$ cat config.mk
export PLATFORM = sky130hd
export DESIGN_NAME = ccrc_parser
export DESIGN_NICKNAME = d
export VERILOG_FILES = /design/src/ccrc_pkg.sv /design/src/ccrc_parser.sv
export VERILOG_INCLUDE_DIRS = /design/src
export SDC_FILE = /design/constraint.sdc
export NUM_CORES = 1
export LEC_CHECK = 0
export ABC_AREA = 1
export ABC_CLOCK_PERIOD_IN_PS = 29800
export BUFFER_PORTS_ARGS = -buffer_cell sky130_fd_sc_hd__buf_2
export CAP_MARGIN = 20
export CORE_ASPECT_RATIO = 1.5
export CORE_MARGIN = 2
export CORE_UTILIZATION = 35
export DETAILED_ROUTE_END_ITERATION = 6
export PLACE_DENSITY = 0.61
export SYNTH_ARGS = -nofsm -noshare
export SYNTH_HDL_FRONTEND = slang
export SYNTH_SLANG_ARGS = --single-unit
$ cat constraint.sdc
create_clock -name pclk -period 29.8 [get_ports pclk]
set_input_delay 2.98 -clock pclk [delete_from_list [all_inputs] [get_ports pclk]]
set_output_delay 2.98 -clock pclk [all_outputs]
set_load 0.05 [all_outputs]
$ cat src/ccrc_consts.svh
// constants of the channel change request codec
`ifndef CCRC_CONSTS_SVH
`define CCRC_CONSTS_SVH
`define CCRC_OFS_CTRL    8'h00
`define CCRC_OFS_STAT    8'h04
`define CCRC_OFS_TID     8'h08
`define CCRC_OFS_US      8'h0c
`define CCRC_OFS_FREQ    8'h10
`define CCRC_OFS_DSPAR   8'h14
`define CCRC_OFS_INTL    8'h18
`define CCRC_OFS_ACT     8'h1c
`define CCRC_ST_DONE     0
`define CCRC_ST_RES      1
`define CCRC_ST_FREQ     2
`define CCRC_ST_NOFREQ   3
`define CCRC_ST_TRUNC    4
`define CCRC_T_US        8'h01
`define CCRC_T_DS        8'h02
`define CCRC_T_INIT      8'h03
`define CCRC_S_FREQ      8'h01
`define CCRC_S_MOD       8'h02
`define CCRC_S_SYM       8'h03
`define CCRC_S_INTL      8'h04
`define CCRC_S_DSID      8'h05
`define CCRC_S_SYNC      8'h06
`define CCRC_MOD_MAX     8'h01
`define CCRC_SYM_MAX     8'h02
`define CCRC_SYNC_MAX    8'h01
`define CCRC_INIT_MAX    8'h04
`define CCRC_SYNC_SKIP   8'h01
`define CCRC_INIT_FULL   8'h00
`define CCRC_FREQ_STEP   32'd62500
`endif

$ cat src/ccrc_pkg.sv
// types of the channel change request codec
package ccrc_pkg;
  typedef enum logic [2:0] {
    P_TID_HI, P_TID_LO, P_TYPE, P_LEN, P_VAL,
    P_SUB_TYPE, P_SUB_LEN, P_SUB_VAL
  } ccrc_ps_t;
endpackage

$ cat src/ccrc_parser.sv
// modem-side parser of the channel change request with apb registers
//
// The address map and register access over APB were left to the implementer.
`timescale 1ns/100ps
`include "ccrc_consts.svh"
module ccrc_parser import ccrc_pkg::*; (
  input  wire logic        pclk,
  input  wire logic        presetn,
  input  wire logic        ce,
  input  wire logic        psel,
  input  wire logic        penable,
  input  wire logic        pwrite,
  input  wire logic [7:0]  paddr,
  input  wire logic [31:0] pwdata,
  output logic      [31:0] prdata,
  output logic             pready,
  output logic             pslverr,
  input  wire logic        msg_valid,
  input  wire logic [7:0]  msg_byte,
  input  wire logic        msg_last,
  output logic             chg_done,
  output logic             chg_need_sync,
  output logic      [7:0]  chg_init_tech,
  output logic      [7:0]  us_chan_id,
  output logic      [31:0] ds_freq
);
  typedef struct packed {
    ccrc_ps_t    ps;
    logic [7:0]  typ;
    logic [7:0]  sub_typ;
    logic [7:0]  outer;
    logic [7:0]  elen;
    logic [7:0]  cnt;
    logic [31:0] acc;
    logic [15:0] s_tid;
    logic        h_us;
    logic [7:0]  s_us;
    logic        h_ds;
    logic        h_freq;
    logic [31:0] s_freq;
    logic        h_mod;
    logic [7:0]  s_mod;
    logic        h_sym;
    logic [7:0]  s_sym;
    logic        h_intl;
    logic [15:0] s_intl;
    logic        h_dsid;
    logic [7:0]  s_dsid;
    logic        h_sync;
    logic [7:0]  s_sync;
    logic        h_init;
    logic [7:0]  s_init;
    logic        e_res;
    logic [15:0] tid;
    logic [7:0]  us_id;
    logic [31:0] freq;
    logic [7:0]  ds_mod;
    logic [7:0]  ds_sym;
    logic [15:0] intl;
    logic [7:0]  ds_id;
    logic        need_sync;
    logic [7:0]  init_tech;
    logic [4:0]  stat;
    logic        en;
    logic        done;
    logic        pready;
    logic        pslverr;
    logic [31:0] prdata;
  } ccrc_st_t;
  ccrc_st_t    st_reg;
  ccrc_st_t    st_next;
  logic [31:0] a_new;
  logic        fin;
  logic        acc_ph;
  logic        wr_ok;
  logic        cmt;
  logic        cmt_us;
  logic        cmt_mod;
  logic        cmt_skip;
  logic        cmt_init;
  logic        cmt_freq;
  logic        res_hit;
  logic        sw_us;
  logic        sw_dspar;

  assign a_new = {st_reg.acc[23:0], msg_byte};

  always_comb begin
    st_next  = st_reg;
    fin      = 1'b0;
    cmt      = 1'b0;
    cmt_us   = 1'b0;
    cmt_mod  = 1'b0;
    cmt_skip = 1'b0;
    cmt_init = 1'b0;
    cmt_freq = 1'b0;
    res_hit  = 1'b0;
    sw_us    = 1'b0;
    sw_dspar = 1'b0;
    st_next.done = 1'b0;
    // one wait state keeps every apb output on a flip-flop
    acc_ph = psel && penable && !st_reg.pready;
    wr_ok  = psel && penable && st_reg.pready && pwrite;
    st_next.pready = acc_ph;
    if (acc_ph) begin
      st_next.pslverr = paddr > `CCRC_OFS_ACT || paddr[1:0] != 2'b00;
      unique case (paddr)
        `CCRC_OFS_CTRL:  st_next.prdata = {31'h0, st_reg.en};
        `CCRC_OFS_STAT:  st_next.prdata = {27'h0, st_reg.stat};
        `CCRC_OFS_TID:   st_next.prdata = {16'h0, st_reg.tid};
        `CCRC_OFS_US:    st_next.prdata = {24'h0, st_reg.us_id};
        `CCRC_OFS_FREQ:  st_next.prdata = st_reg.freq;
        `CCRC_OFS_DSPAR: st_next.prdata = {8'h0, st_reg.ds_id,
                                           st_reg.ds_sym, st_reg.ds_mod};
        `CCRC_OFS_INTL:  st_next.prdata = {16'h0, st_reg.intl};
        `CCRC_OFS_ACT:   st_next.prdata = {23'h0, st_reg.need_sync,
                                           st_reg.init_tech};
        default:         st_next.prdata = 32'h0;
      endcase
    end
    if (wr_ok && !st_reg.pslverr) begin
      unique case (paddr)
        `CCRC_OFS_CTRL:  st_next.en = pwdata[0];
        `CCRC_OFS_STAT:  st_next.stat = st_reg.stat & ~pwdata[4:0];
        `CCRC_OFS_US: begin
          st_next.us_id = pwdata[7:0];
          sw_us = 1'b1;
        end
        `CCRC_OFS_FREQ:  st_next.freq = pwdata;
        `CCRC_OFS_DSPAR: begin
          st_next.ds_mod = pwdata[7:0];
          st_next.ds_sym = pwdata[15:8];
          st_next.ds_id  = pwdata[23:16];
          sw_dspar = 1'b1;
        end
        `CCRC_OFS_INTL:  st_next.intl = pwdata[15:0];
        default: ;
      endcase
    end
    // parser; runs after the clear above so a status set wins
    if (msg_valid && st_reg.en) begin
      unique case (st_reg.ps)
        P_TID_HI: begin
          st_next.s_tid = {msg_byte, 8'h00};
          {st_next.h_us, st_next.h_ds, st_next.h_freq, st_next.h_mod,
           st_next.h_sym, st_next.h_intl, st_next.h_dsid,
           st_next.h_sync, st_next.h_init, st_next.e_res} = 10'h000;
          st_next.ps = P_TID_LO;
        end
        P_TID_LO: begin
          st_next.s_tid[7:0] = msg_byte;
          st_next.ps = P_TYPE;
        end
        P_TYPE: begin
          st_next.typ = msg_byte;
          st_next.ps  = P_LEN;
        end
        P_LEN: begin
          st_next.elen  = msg_byte;
          st_next.cnt   = msg_byte;
          st_next.outer = msg_byte;
          st_next.acc   = 32'h0;
          if (msg_byte == 8'h00) begin
            st_next.ps = P_TYPE;
          end else if (st_reg.typ == `CCRC_T_DS) begin
            st_next.h_ds = 1'b1;
            st_next.ps   = P_SUB_TYPE;
          end else begin
            st_next.ps = P_VAL;
          end
        end
        P_VAL: begin
          // unknown types, privacy elements included, skip by length
          st_next.acc = a_new;
          st_next.cnt = st_reg.cnt - 8'h01;
          if (st_reg.cnt == 8'h01) begin
            st_next.ps = P_TYPE;
            fin = 1'b1;
          end
        end
        P_SUB_TYPE: begin
          st_next.sub_typ = msg_byte;
          st_next.outer   = st_reg.outer - 8'h01;
          st_next.ps = (st_reg.outer == 8'h01) ? P_TYPE : P_SUB_LEN;
        end
        P_SUB_LEN: begin
          st_next.elen  = msg_byte;
          st_next.cnt   = msg_byte;
          st_next.acc   = 32'h0;
          st_next.outer = st_reg.outer - 8'h01;
          if (st_reg.outer == 8'h01) begin
            st_next.ps = P_TYPE;
          end else if (msg_byte == 8'h00) begin
            st_next.ps = P_SUB_TYPE;
          end else begin
            st_next.ps = P_SUB_VAL;
          end
        end
        P_SUB_VAL: begin
          st_next.acc   = a_new;
          st_next.cnt   = st_reg.cnt - 8'h01;
          st_next.outer = st_reg.outer - 8'h01;
          if (st_reg.cnt == 8'h01) begin
            fin = 1'b1;
          end
          if (st_reg.outer == 8'h01) begin
            st_next.ps = P_TYPE;
          end else if (st_reg.cnt == 8'h01) begin
            st_next.ps = P_SUB_TYPE;
          end
        end
      endcase
      // element complete: wrong nonzero length on us, init, freq or intl, or a reserved code, is flagged only
      if (fin && st_reg.ps == P_VAL) begin
        unique case (st_reg.typ)
          `CCRC_T_US: begin
            if (st_reg.elen == 8'h01) begin
              st_next.h_us = 1'b1;
              st_next.s_us = msg_byte;
            end else begin
              res_hit = 1'b1;
            end
          end
          `CCRC_T_INIT: begin
            if (st_reg.elen == 8'h01 && msg_byte <= `CCRC_INIT_MAX) begin
              st_next.h_init = 1'b1;
              st_next.s_init = msg_byte;
            end else begin
              res_hit = 1'b1;
            end
          end
          default: ;
        endcase
      end
      if (fin && st_reg.ps == P_SUB_VAL) begin
        unique case (st_reg.sub_typ)
          `CCRC_S_FREQ: begin
            st_next.h_freq = st_reg.elen == 8'h04;
            st_next.s_freq = a_new;
            res_hit = st_reg.elen != 8'h04;
          end
          `CCRC_S_MOD: begin
            st_next.h_mod = msg_byte <= `CCRC_MOD_MAX;
            st_next.s_mod = msg_byte;
            res_hit = msg_byte > `CCRC_MOD_MAX;
          end
          `CCRC_S_SYM: begin
            st_next.h_sym = msg_byte <= `CCRC_SYM_MAX;
            st_next.s_sym = msg_byte;
            res_hit = msg_byte > `CCRC_SYM_MAX;
          end
          `CCRC_S_INTL: begin
            // first byte is I, second is J
            st_next.h_intl = st_reg.elen == 8'h02;
            st_next.s_intl = {a_new[7:0], a_new[15:8]};
            res_hit = st_reg.elen != 8'h02;
          end
          `CCRC_S_DSID: begin
            st_next.h_dsid = 1'b1;
            st_next.s_dsid = msg_byte;
          end
          `CCRC_S_SYNC: begin
            st_next.h_sync = msg_byte <= `CCRC_SYNC_MAX;
            st_next.s_sync = msg_byte;
            res_hit = msg_byte > `CCRC_SYNC_MAX;
          end
          default: ;
        endcase
      end
      if (res_hit) begin
        st_next.e_res = 1'b1;
        st_next.stat[`CCRC_ST_RES] = 1'b1;
      end
      if (msg_last) begin
        if (st_next.ps != P_TYPE || st_reg.ps == P_TID_HI) begin
          // a cut message commits no field; the trunc status bit is set in place of done
          st_next.stat[`CCRC_ST_TRUNC] = 1'b1;
        end else begin
          cmt      = 1'b1;
          cmt_us   = st_next.h_us;
          cmt_mod  = st_next.h_mod;
          cmt_skip = st_next.h_sync && st_next.s_sync == `CCRC_SYNC_SKIP;
          cmt_init = st_next.h_init;
          cmt_freq = st_next.h_freq && st_next.s_freq % `CCRC_FREQ_STEP == '0;
          st_next.done = 1'b1;
          st_next.stat[`CCRC_ST_DONE] = 1'b1;
          st_next.tid = st_next.s_tid;
          // only fields carried by the request are replaced, except need_sync and init_tech, which fall back to defaults
          st_next.us_id = cmt_us ? st_next.s_us : st_next.us_id;
          if (cmt_freq) begin
            st_next.freq = st_next.s_freq;
          end else if (st_next.h_freq) begin
            st_next.stat[`CCRC_ST_FREQ] = 1'b1;
          end
          if (st_next.h_ds && !st_next.h_freq) begin
            st_next.stat[`CCRC_ST_NOFREQ] = 1'b1;
          end
          st_next.ds_mod = cmt_mod ? st_next.s_mod : st_next.ds_mod;
          if (st_next.h_sym) begin
            st_next.ds_sym = st_next.s_sym;
          end
          if (st_next.h_intl) begin
            st_next.intl = st_next.s_intl;
          end
          if (st_next.h_dsid) begin
            st_next.ds_id = st_next.s_dsid;
          end
          st_next.need_sync = !cmt_skip;
          st_next.init_tech = cmt_init ? st_next.s_init
                                       : `CCRC_INIT_FULL;
        end
        st_next.ps = P_TID_HI;
      end
    end
  end

  always_ff @(posedge pclk or negedge presetn) begin
    if (!presetn) begin
      st_reg <= '0;
    end else if (ce) begin
      st_reg <= st_next;
    end
  end

  assign prdata        = st_reg.prdata;
  assign pready        = st_reg.pready;
  assign pslverr       = st_reg.pslverr;
  assign chg_done      = st_reg.done;
  assign chg_need_sync = st_reg.need_sync;
  assign chg_init_tech = st_reg.init_tech;
  assign us_chan_id    = st_reg.us_id;
  assign ds_freq       = st_reg.freq;
endmodule

== Yosys cells after proc, flatten, opt, wreduce, memory -nomap -nowiden ==
Cells that the tools add are included.
Word-level totals
  bits in registers: 334
  word-level logic and storage cells: 206
  output and inout port bits: 84
Operators by class
  equal/unequal tests: 32
  divide/modulo/power cells: 1
  $lt $le $gt $ge: 6
  reduce and logical (&&, ||, !) cells: 38
  bitwise logic cells: 3
  mux-type cells: 84
  add/subtract/negate cells: 2
Operators with widths (count)
  32-bit one-hot mux with 8 select lines: 1
  86-bit 2-to-1 mux: 2
  9-bit 2-to-1 mux: 12
  94-bit 2-to-1 mux: 1
  92-bit 2-to-1 mux: 1
  89-bit 2-to-1 mux: 1
  80-bit 2-to-1 mux: 1
  40-bit one-hot mux with 2 select lines: 1
  32-bit 2-to-1 mux: 2
  8-bit 2-to-1 mux: 8
  8-bit by 1-bit equality test with 1-bit output, second input constant: 6
  16-bit 2-to-1 mux: 3
  8-bit by 2-bit equality test with 1-bit output, second input constant: 5
  8-bit by 3-bit equality test with 1-bit output, second input constant: 5
  33-bit 2-to-1 mux: 1
  8-bit by 5-bit equality test with 1-bit output, second input constant: 4
  32-bit zero test: 1
  32-bit by 16-bit modulo with 32-bit output, second input constant: 1
  8-bit one-hot mux with 2 select lines: 2
  1-bit 2-to-1 mux: 31
  3-bit 2-to-1 mux: 8
  3-bit one-hot mux with 8 select lines: 1
  3-bit AND reduction: 6
  17-bit 2-to-1 mux: 1
  other kinds (32): 61

== Longest topological paths before layout ==
  depth in word-level cells: 14
  depth in mapped cells: 166
  gate-level depth less buffers: 156

== Worst setup path before layout ==
Ideal clock, no wire load.
  path type: register to register
  start: register st_reg[301] (netlist bit)
  end: register st_reg (netlist bit ds_freq[1])
  library setup time: 0.126 ns
  clock period less this slack: 15.177 ns
  slack: 14.623 ns
  stages on the path, launching flop included: 149
  arrival: 15.051 ns
  buffers on the path: 17
  data required time: 29.674 ns
  cells stage by stage: dfrtp_1 inv_1 ha_1 nand2_2 nor2_4 nand3_4 buf_8 nand2_2 nand2_2 nor2_2 nand2_1 nor2_2 nand2_4 nand2_8 buf_12 nand3_1 nand2_2 nand2_1 [... 113 more ...] buf_12 nand2_2 nand2_2 nand2_1 nor2_2 nand2_2 nand2_2 nand2_2 buf_6 nand2_2 nand2_1 nor2_2 nand3_2 nor2_4 nand3_2 buf_6 nand3_2 o21ai_1
Between the ends
  cells in the longest elaborated chain, start to end: 14
RTL lines
  from (decl): line ccrc_parser.sv:70  | ccrc_st_t st_reg;
  from (signal assigned): line ccrc_parser.sv:321  | st_reg <= st_next;
  8-bit by 1-bit equality test with 1-bit output *: line ccrc_parser.sv:176, ccrc_parser.sv:203, ccrc_parser.sv:208
  1-bit 2-to-1 mux: line ccrc_parser.sv:176, ccrc_parser.sv:203
  1-bit 2-to-1 mux
  1-bit 2-to-1 mux: line ccrc_parser.sv:141  | if (msg_valid && st_reg.en) begin
  1-bit logical AND: line ccrc_parser.sv:235  | if (fin && st_reg.ps == P_SUB_VAL) begin
  86-bit 2-to-1 mux: line ccrc_parser.sv:235
  86-bit 2-to-1 mux: line ccrc_parser.sv:141
  32-bit by 16-bit modulo with 32-bit output (no source line)
  32-bit zero test: line ccrc_parser.sv:284  | cmt_freq = st_next.h_freq && st_next.s_freq % `CCRC_FREQ_STEP == '0;
  1-bit logical AND: line ccrc_parser.sv:284
  32-bit 2-to-1 mux: line ccrc_parser.sv:290  | if (cmt_freq) begin
  89-bit 2-to-1 mux *: line ccrc_parser.sv:275  | if (st_next.ps != P_TYPE || st_reg.ps == P_TID_HI) begin
  92-bit 2-to-1 mux *: line ccrc_parser.sv:274  | if (msg_last) begin
  94-bit 2-to-1 mux *: line ccrc_parser.sv:141
Mark *: on every way between the ends. The rest lies on a longest branch, timed or not. The select of a mux whose other input is x is not followed.
A chain may end at the register's enable or synchronous reset.

== Worst setup path after layout ==
  start: register st_reg[301] (netlist bit)
  end: register st_reg (netlist bit ds_freq[12])
Same word-level chain as after synthesis.

==> reports/metrics.csv <==
metric;value;unit
max cap viols;0;
final period utilization;0.666;
Post-Syn Instances;4231;
xor/xnor share of the synthesized area;0.0245;
Final Hold Vio Count;0;
GRT Overall Usage;0.203;
Worst-Margin Slew;1.06;ns
largest family of logic cells by synthesized area;simple AND/OR/NAND/NOR gates;
Max-Slew Margin vs Limit;0.291;
I/O Pins;140;
clock sink count;334;
count of different cell masters after synthesis;72;
routed wire length;90.6;mm
first-pass GRT wire length;143;mm
Final Net Count;4266;
DIE HEIGHT;362;um
power per cell area;33.1;mW/mm2
Logic pwr share;0.112;
Post-Synth Simple-Gate Area;0.444;
slowest stage delay, CP;0.88;ns
# hold bufs at CTS;0;
# resized after CTS;0;
Routed WL per cell;16.9;um
FILL cells;9081;
Netlist Area Pre-Place;0.0299;mm2
Largest register FFs;226;
ANT nets after route;0;
CTS H-Tree Depth;2;
P_sw;304;uW
largest net degree at the start of global routing;163;
sequential share of power;0.459;
gp weighted congestion;0.893;
clock tree root driver cell;clkbuf_16;
adder-cell share of the synthesized area;0.00167;
Worst Hold Class;flip-flop to flip-flop;
Most used DFF post-synth;dfrtp_1;
Initial Util;0.352;
peak fanout along the critical path;33;
LEAKAGE;17.1;nW
Post-synth EDFFs;0;
drt first-iter violations;1756;
CP Capture Type;flip-flop;
Clk pwr share;0.429;
core area;0.0849;mm2
Layout area overhead;6.33;%
Overflow after GRT;0;
Synthesis Warnings;0;
die area;0.0878;mm2
drt first pass iters;7;
WL met1;36.7;mm
DR WL met3;3.45;mm
dpl cell area;0.0306;mm2
Synth Net Count;4291;
Multi-input gate area;0.0179;mm2
total CTS buffers;34;
Int Power;748;uW
max-slew violations;0;
port bufs;139;
setup TNS;0;ns
Final Instance Area;0.0318;mm2
fraction of layout cells with a size suffix above 1;0.222;
Peak supply drop;0.0325;mV
mux share of post-synthesis cell area;0.00368;
Setup crit start kind;flip-flop;
post-CTS setup buffers;0;
Hold Slack;0.470;ns
most frequent CP cell;nand2_4;
register area share after synthesis;0.279;
Vias/cell;5.04;
slowest CP cell;inv_1;
Post-Syn Area per Cell;7.07;um2
post-route minimum period;19.84;ns
die width;243;um
Synth Area in Compound Gates;0.124;
sw frac;0.289;
# rows;131;
Crit Path Class;flip-flop to flip-flop;
register area;0.00836;mm2
Setup Viol. Count Final;0;
Fmax achieved;50.4;MHz
met2 wire length;46.0;mm
RSZ-0062 raised after global routing;false;
hpwl dp;70.2;mm
Top Layer Used;met5;
CP Data Arrival Time;20.33;ns
worst-case clock buffer depth;3;
status;complete, no violations;
clock skew;0.0121;ns
residual DRC count;0;
number of global-route vias before repair;26000;
CP required;30.29;ns
clock latency on the worst-skew pair;0.56;ns
Worst-path clk slew;0.07;ns
via count;27000;
fraction of registers with async set/reset;1.00;
CTS tree;done;
antenna violations before repair;5;
#FFs+latches synth;334;
[per-stage QoR]
step | utilization | total power [mW] | worst slack [ns] | std cells
2_1_floorplan | - | 0.572 | 14.62 | 4231
3_3_place_gp | 0.361 | 0.608 | 10.41 | 5299
3_5_place_dp | 0.361 | 0.609 | 9.93 | 5299
4_1_cts | 0.374 | 1.06 | 9.90 | 5359
5_1_grt | 0.374 | 1.09 | 7.91 | 5360
6_report | 0.375 | 1.05 | 9.96 | 5362
[worst max-delay path, delay by kind of cell, from the launching register on]
kind,cells,cell delay (ns)
simple gates,116,15.83
compound gates,4,1.25
fa+ha+maj,1,0.17
flops,1,0.38
buf+inv,10,1.99
[cells in the mapped netlist, types with 6 or more instances]
master | n | share of area
nand3_1 | 303 | 0.051
xor2_1 | 67 | 0.020
nor2_4 | 35 | 0.013
buf_4 | 84 | 0.021
o22ai_1 | 55 | 0.012
nand3_4 | 16 | 0.0094
inv_2 | 59 | 0.0074
nand4_2 | 16 | 0.0067
o21ai_4 | 6 | 0.0033
nor3_1 | 19 | 0.0032
nand2_4 | 200 | 0.075
nand2_8 | 10 | 0.0067
clkinv_1 | 12 | 0.0015
inv_1 | 395 | 0.050
clkbuf_8 | 12 | 0.0055
o211ai_1 | 41 | 0.010
nor2_2 | 42 | 0.0088
o21ai_1 | 14 | 0.0023
mux2i_1 | 11 | 0.0037
o21ai_2 | 16 | 0.0047
clkbuf_1 | 97 | 0.012
nand3_2 | 40 | 0.013
nor2_1 | 204 | 0.026
dfrtp_1 | 334 | 0.28
buf_12 | 10 | 0.0067
nand3b_1 | 10 | 0.0025
inv_4 | 12 | 0.0025
o31ai_1 | 9 | 0.0023
nor4_1 | 10 | 0.0021
o21ai_0 | 393 | 0.066
buf_6 | 15 | 0.0056
a21oi_1 | 53 | 0.0089
xnor2_1 | 13 | 0.0038
a221oi_1 | 6 | 0.0018
nand2_2 | 206 | 0.043
nor2_8 | 11 | 0.0074
nand2_1 | 1192 | 0.15
nand4_1 | 117 | 0.024
[routing by layer]
metal | vias to the layer above | track usage
met3 | 193 | 0.0172
met1 | 12600 | 0.239
met5 | - | 0
met4 | 8 | 0.0929
li1 | 13600 | -
met2 | 634 | 0.371
[cell type report]
class / instances / share of cell area
multi-input combinational: 3168 / 0.563
sequential: 334 / 0.263
inverter: 495 / 0.0633
tap: 1130 / 0.0445
timing repair buffer: 173 / 0.0307
clock buffer: 46 / 0.0304
clock inverter: 14 / 0.00551
antenna: 2 / 0.000157
[cells by family after synthesis]
logic type | after synthesis
multiplexers | 11
AO/OA/AOI/OAI | 636
XOR/XNOR | 82
buffers and inverters | 729
flip-flops | 334
adder cells (fa/ha/maj) | 4
AND/OR/NAND/NOR | 2435
[power by group through the flow]
stage | clock network (mW) | registers [mW] | logic, mW
floorplan | 0 | 0.487 | 0.0855
global placement | 0 | 0.491 | 0.117
detailed placement | 0 | 0.491 | 0.118
CTS | 0.461 | 0.482 | 0.119
global route | 0.476 | 0.484 | 0.129
finish | 0.452 | 0.483 | 0.118
[final timing paths]
| kind | from | endpoint | slack (ns) | cells past startpoint |
|---|---|---|---|---|
| min in group asynchronous | presetn | pready | 2.48 | 1 |
| min | st_reg[152] | st_reg[152] | 0.47 | 2 |
| max reg2reg | st_reg[301] | ds_freq[12] | 9.96 | 131 |
| min reg2reg | st_reg[152] | st_reg[152] | 0.47 | 2 |
| max in group asynchronous | presetn | ds_freq[29] | 25.03 | 3 |
| max | st_reg[301] | ds_freq[12] | 9.96 | 131 |
[placed cells by master, fill, tap and decap left out, types with 18 or more instances in the layout]
| cell | n |
|---|---|
| nand2_1 | 1191 |
| inv_1 | 393 |
| o21ai_0 | 393 |
| dfrtp_1 | 334 |
| nand3_1 | 303 |
| nand2_2 | 207 |
| nor2_1 | 200 |
| nand2_4 | 200 |
| buf_2 | 137 |
| nand4_1 | 117 |
| xor2_1 | 67 |
| inv_2 | 61 |
| o22ai_1 | 55 |
| a21oi_1 | 53 |
| nor2_2 | 44 |
| o211ai_1 | 41 |
| nand3_2 | 40 |
| nor2_4 | 37 |
| clkbuf_16 | 34 |
| buf_4 | 33 |
| nor3_1 | 18 |
(Power assumes the default switching activity.)
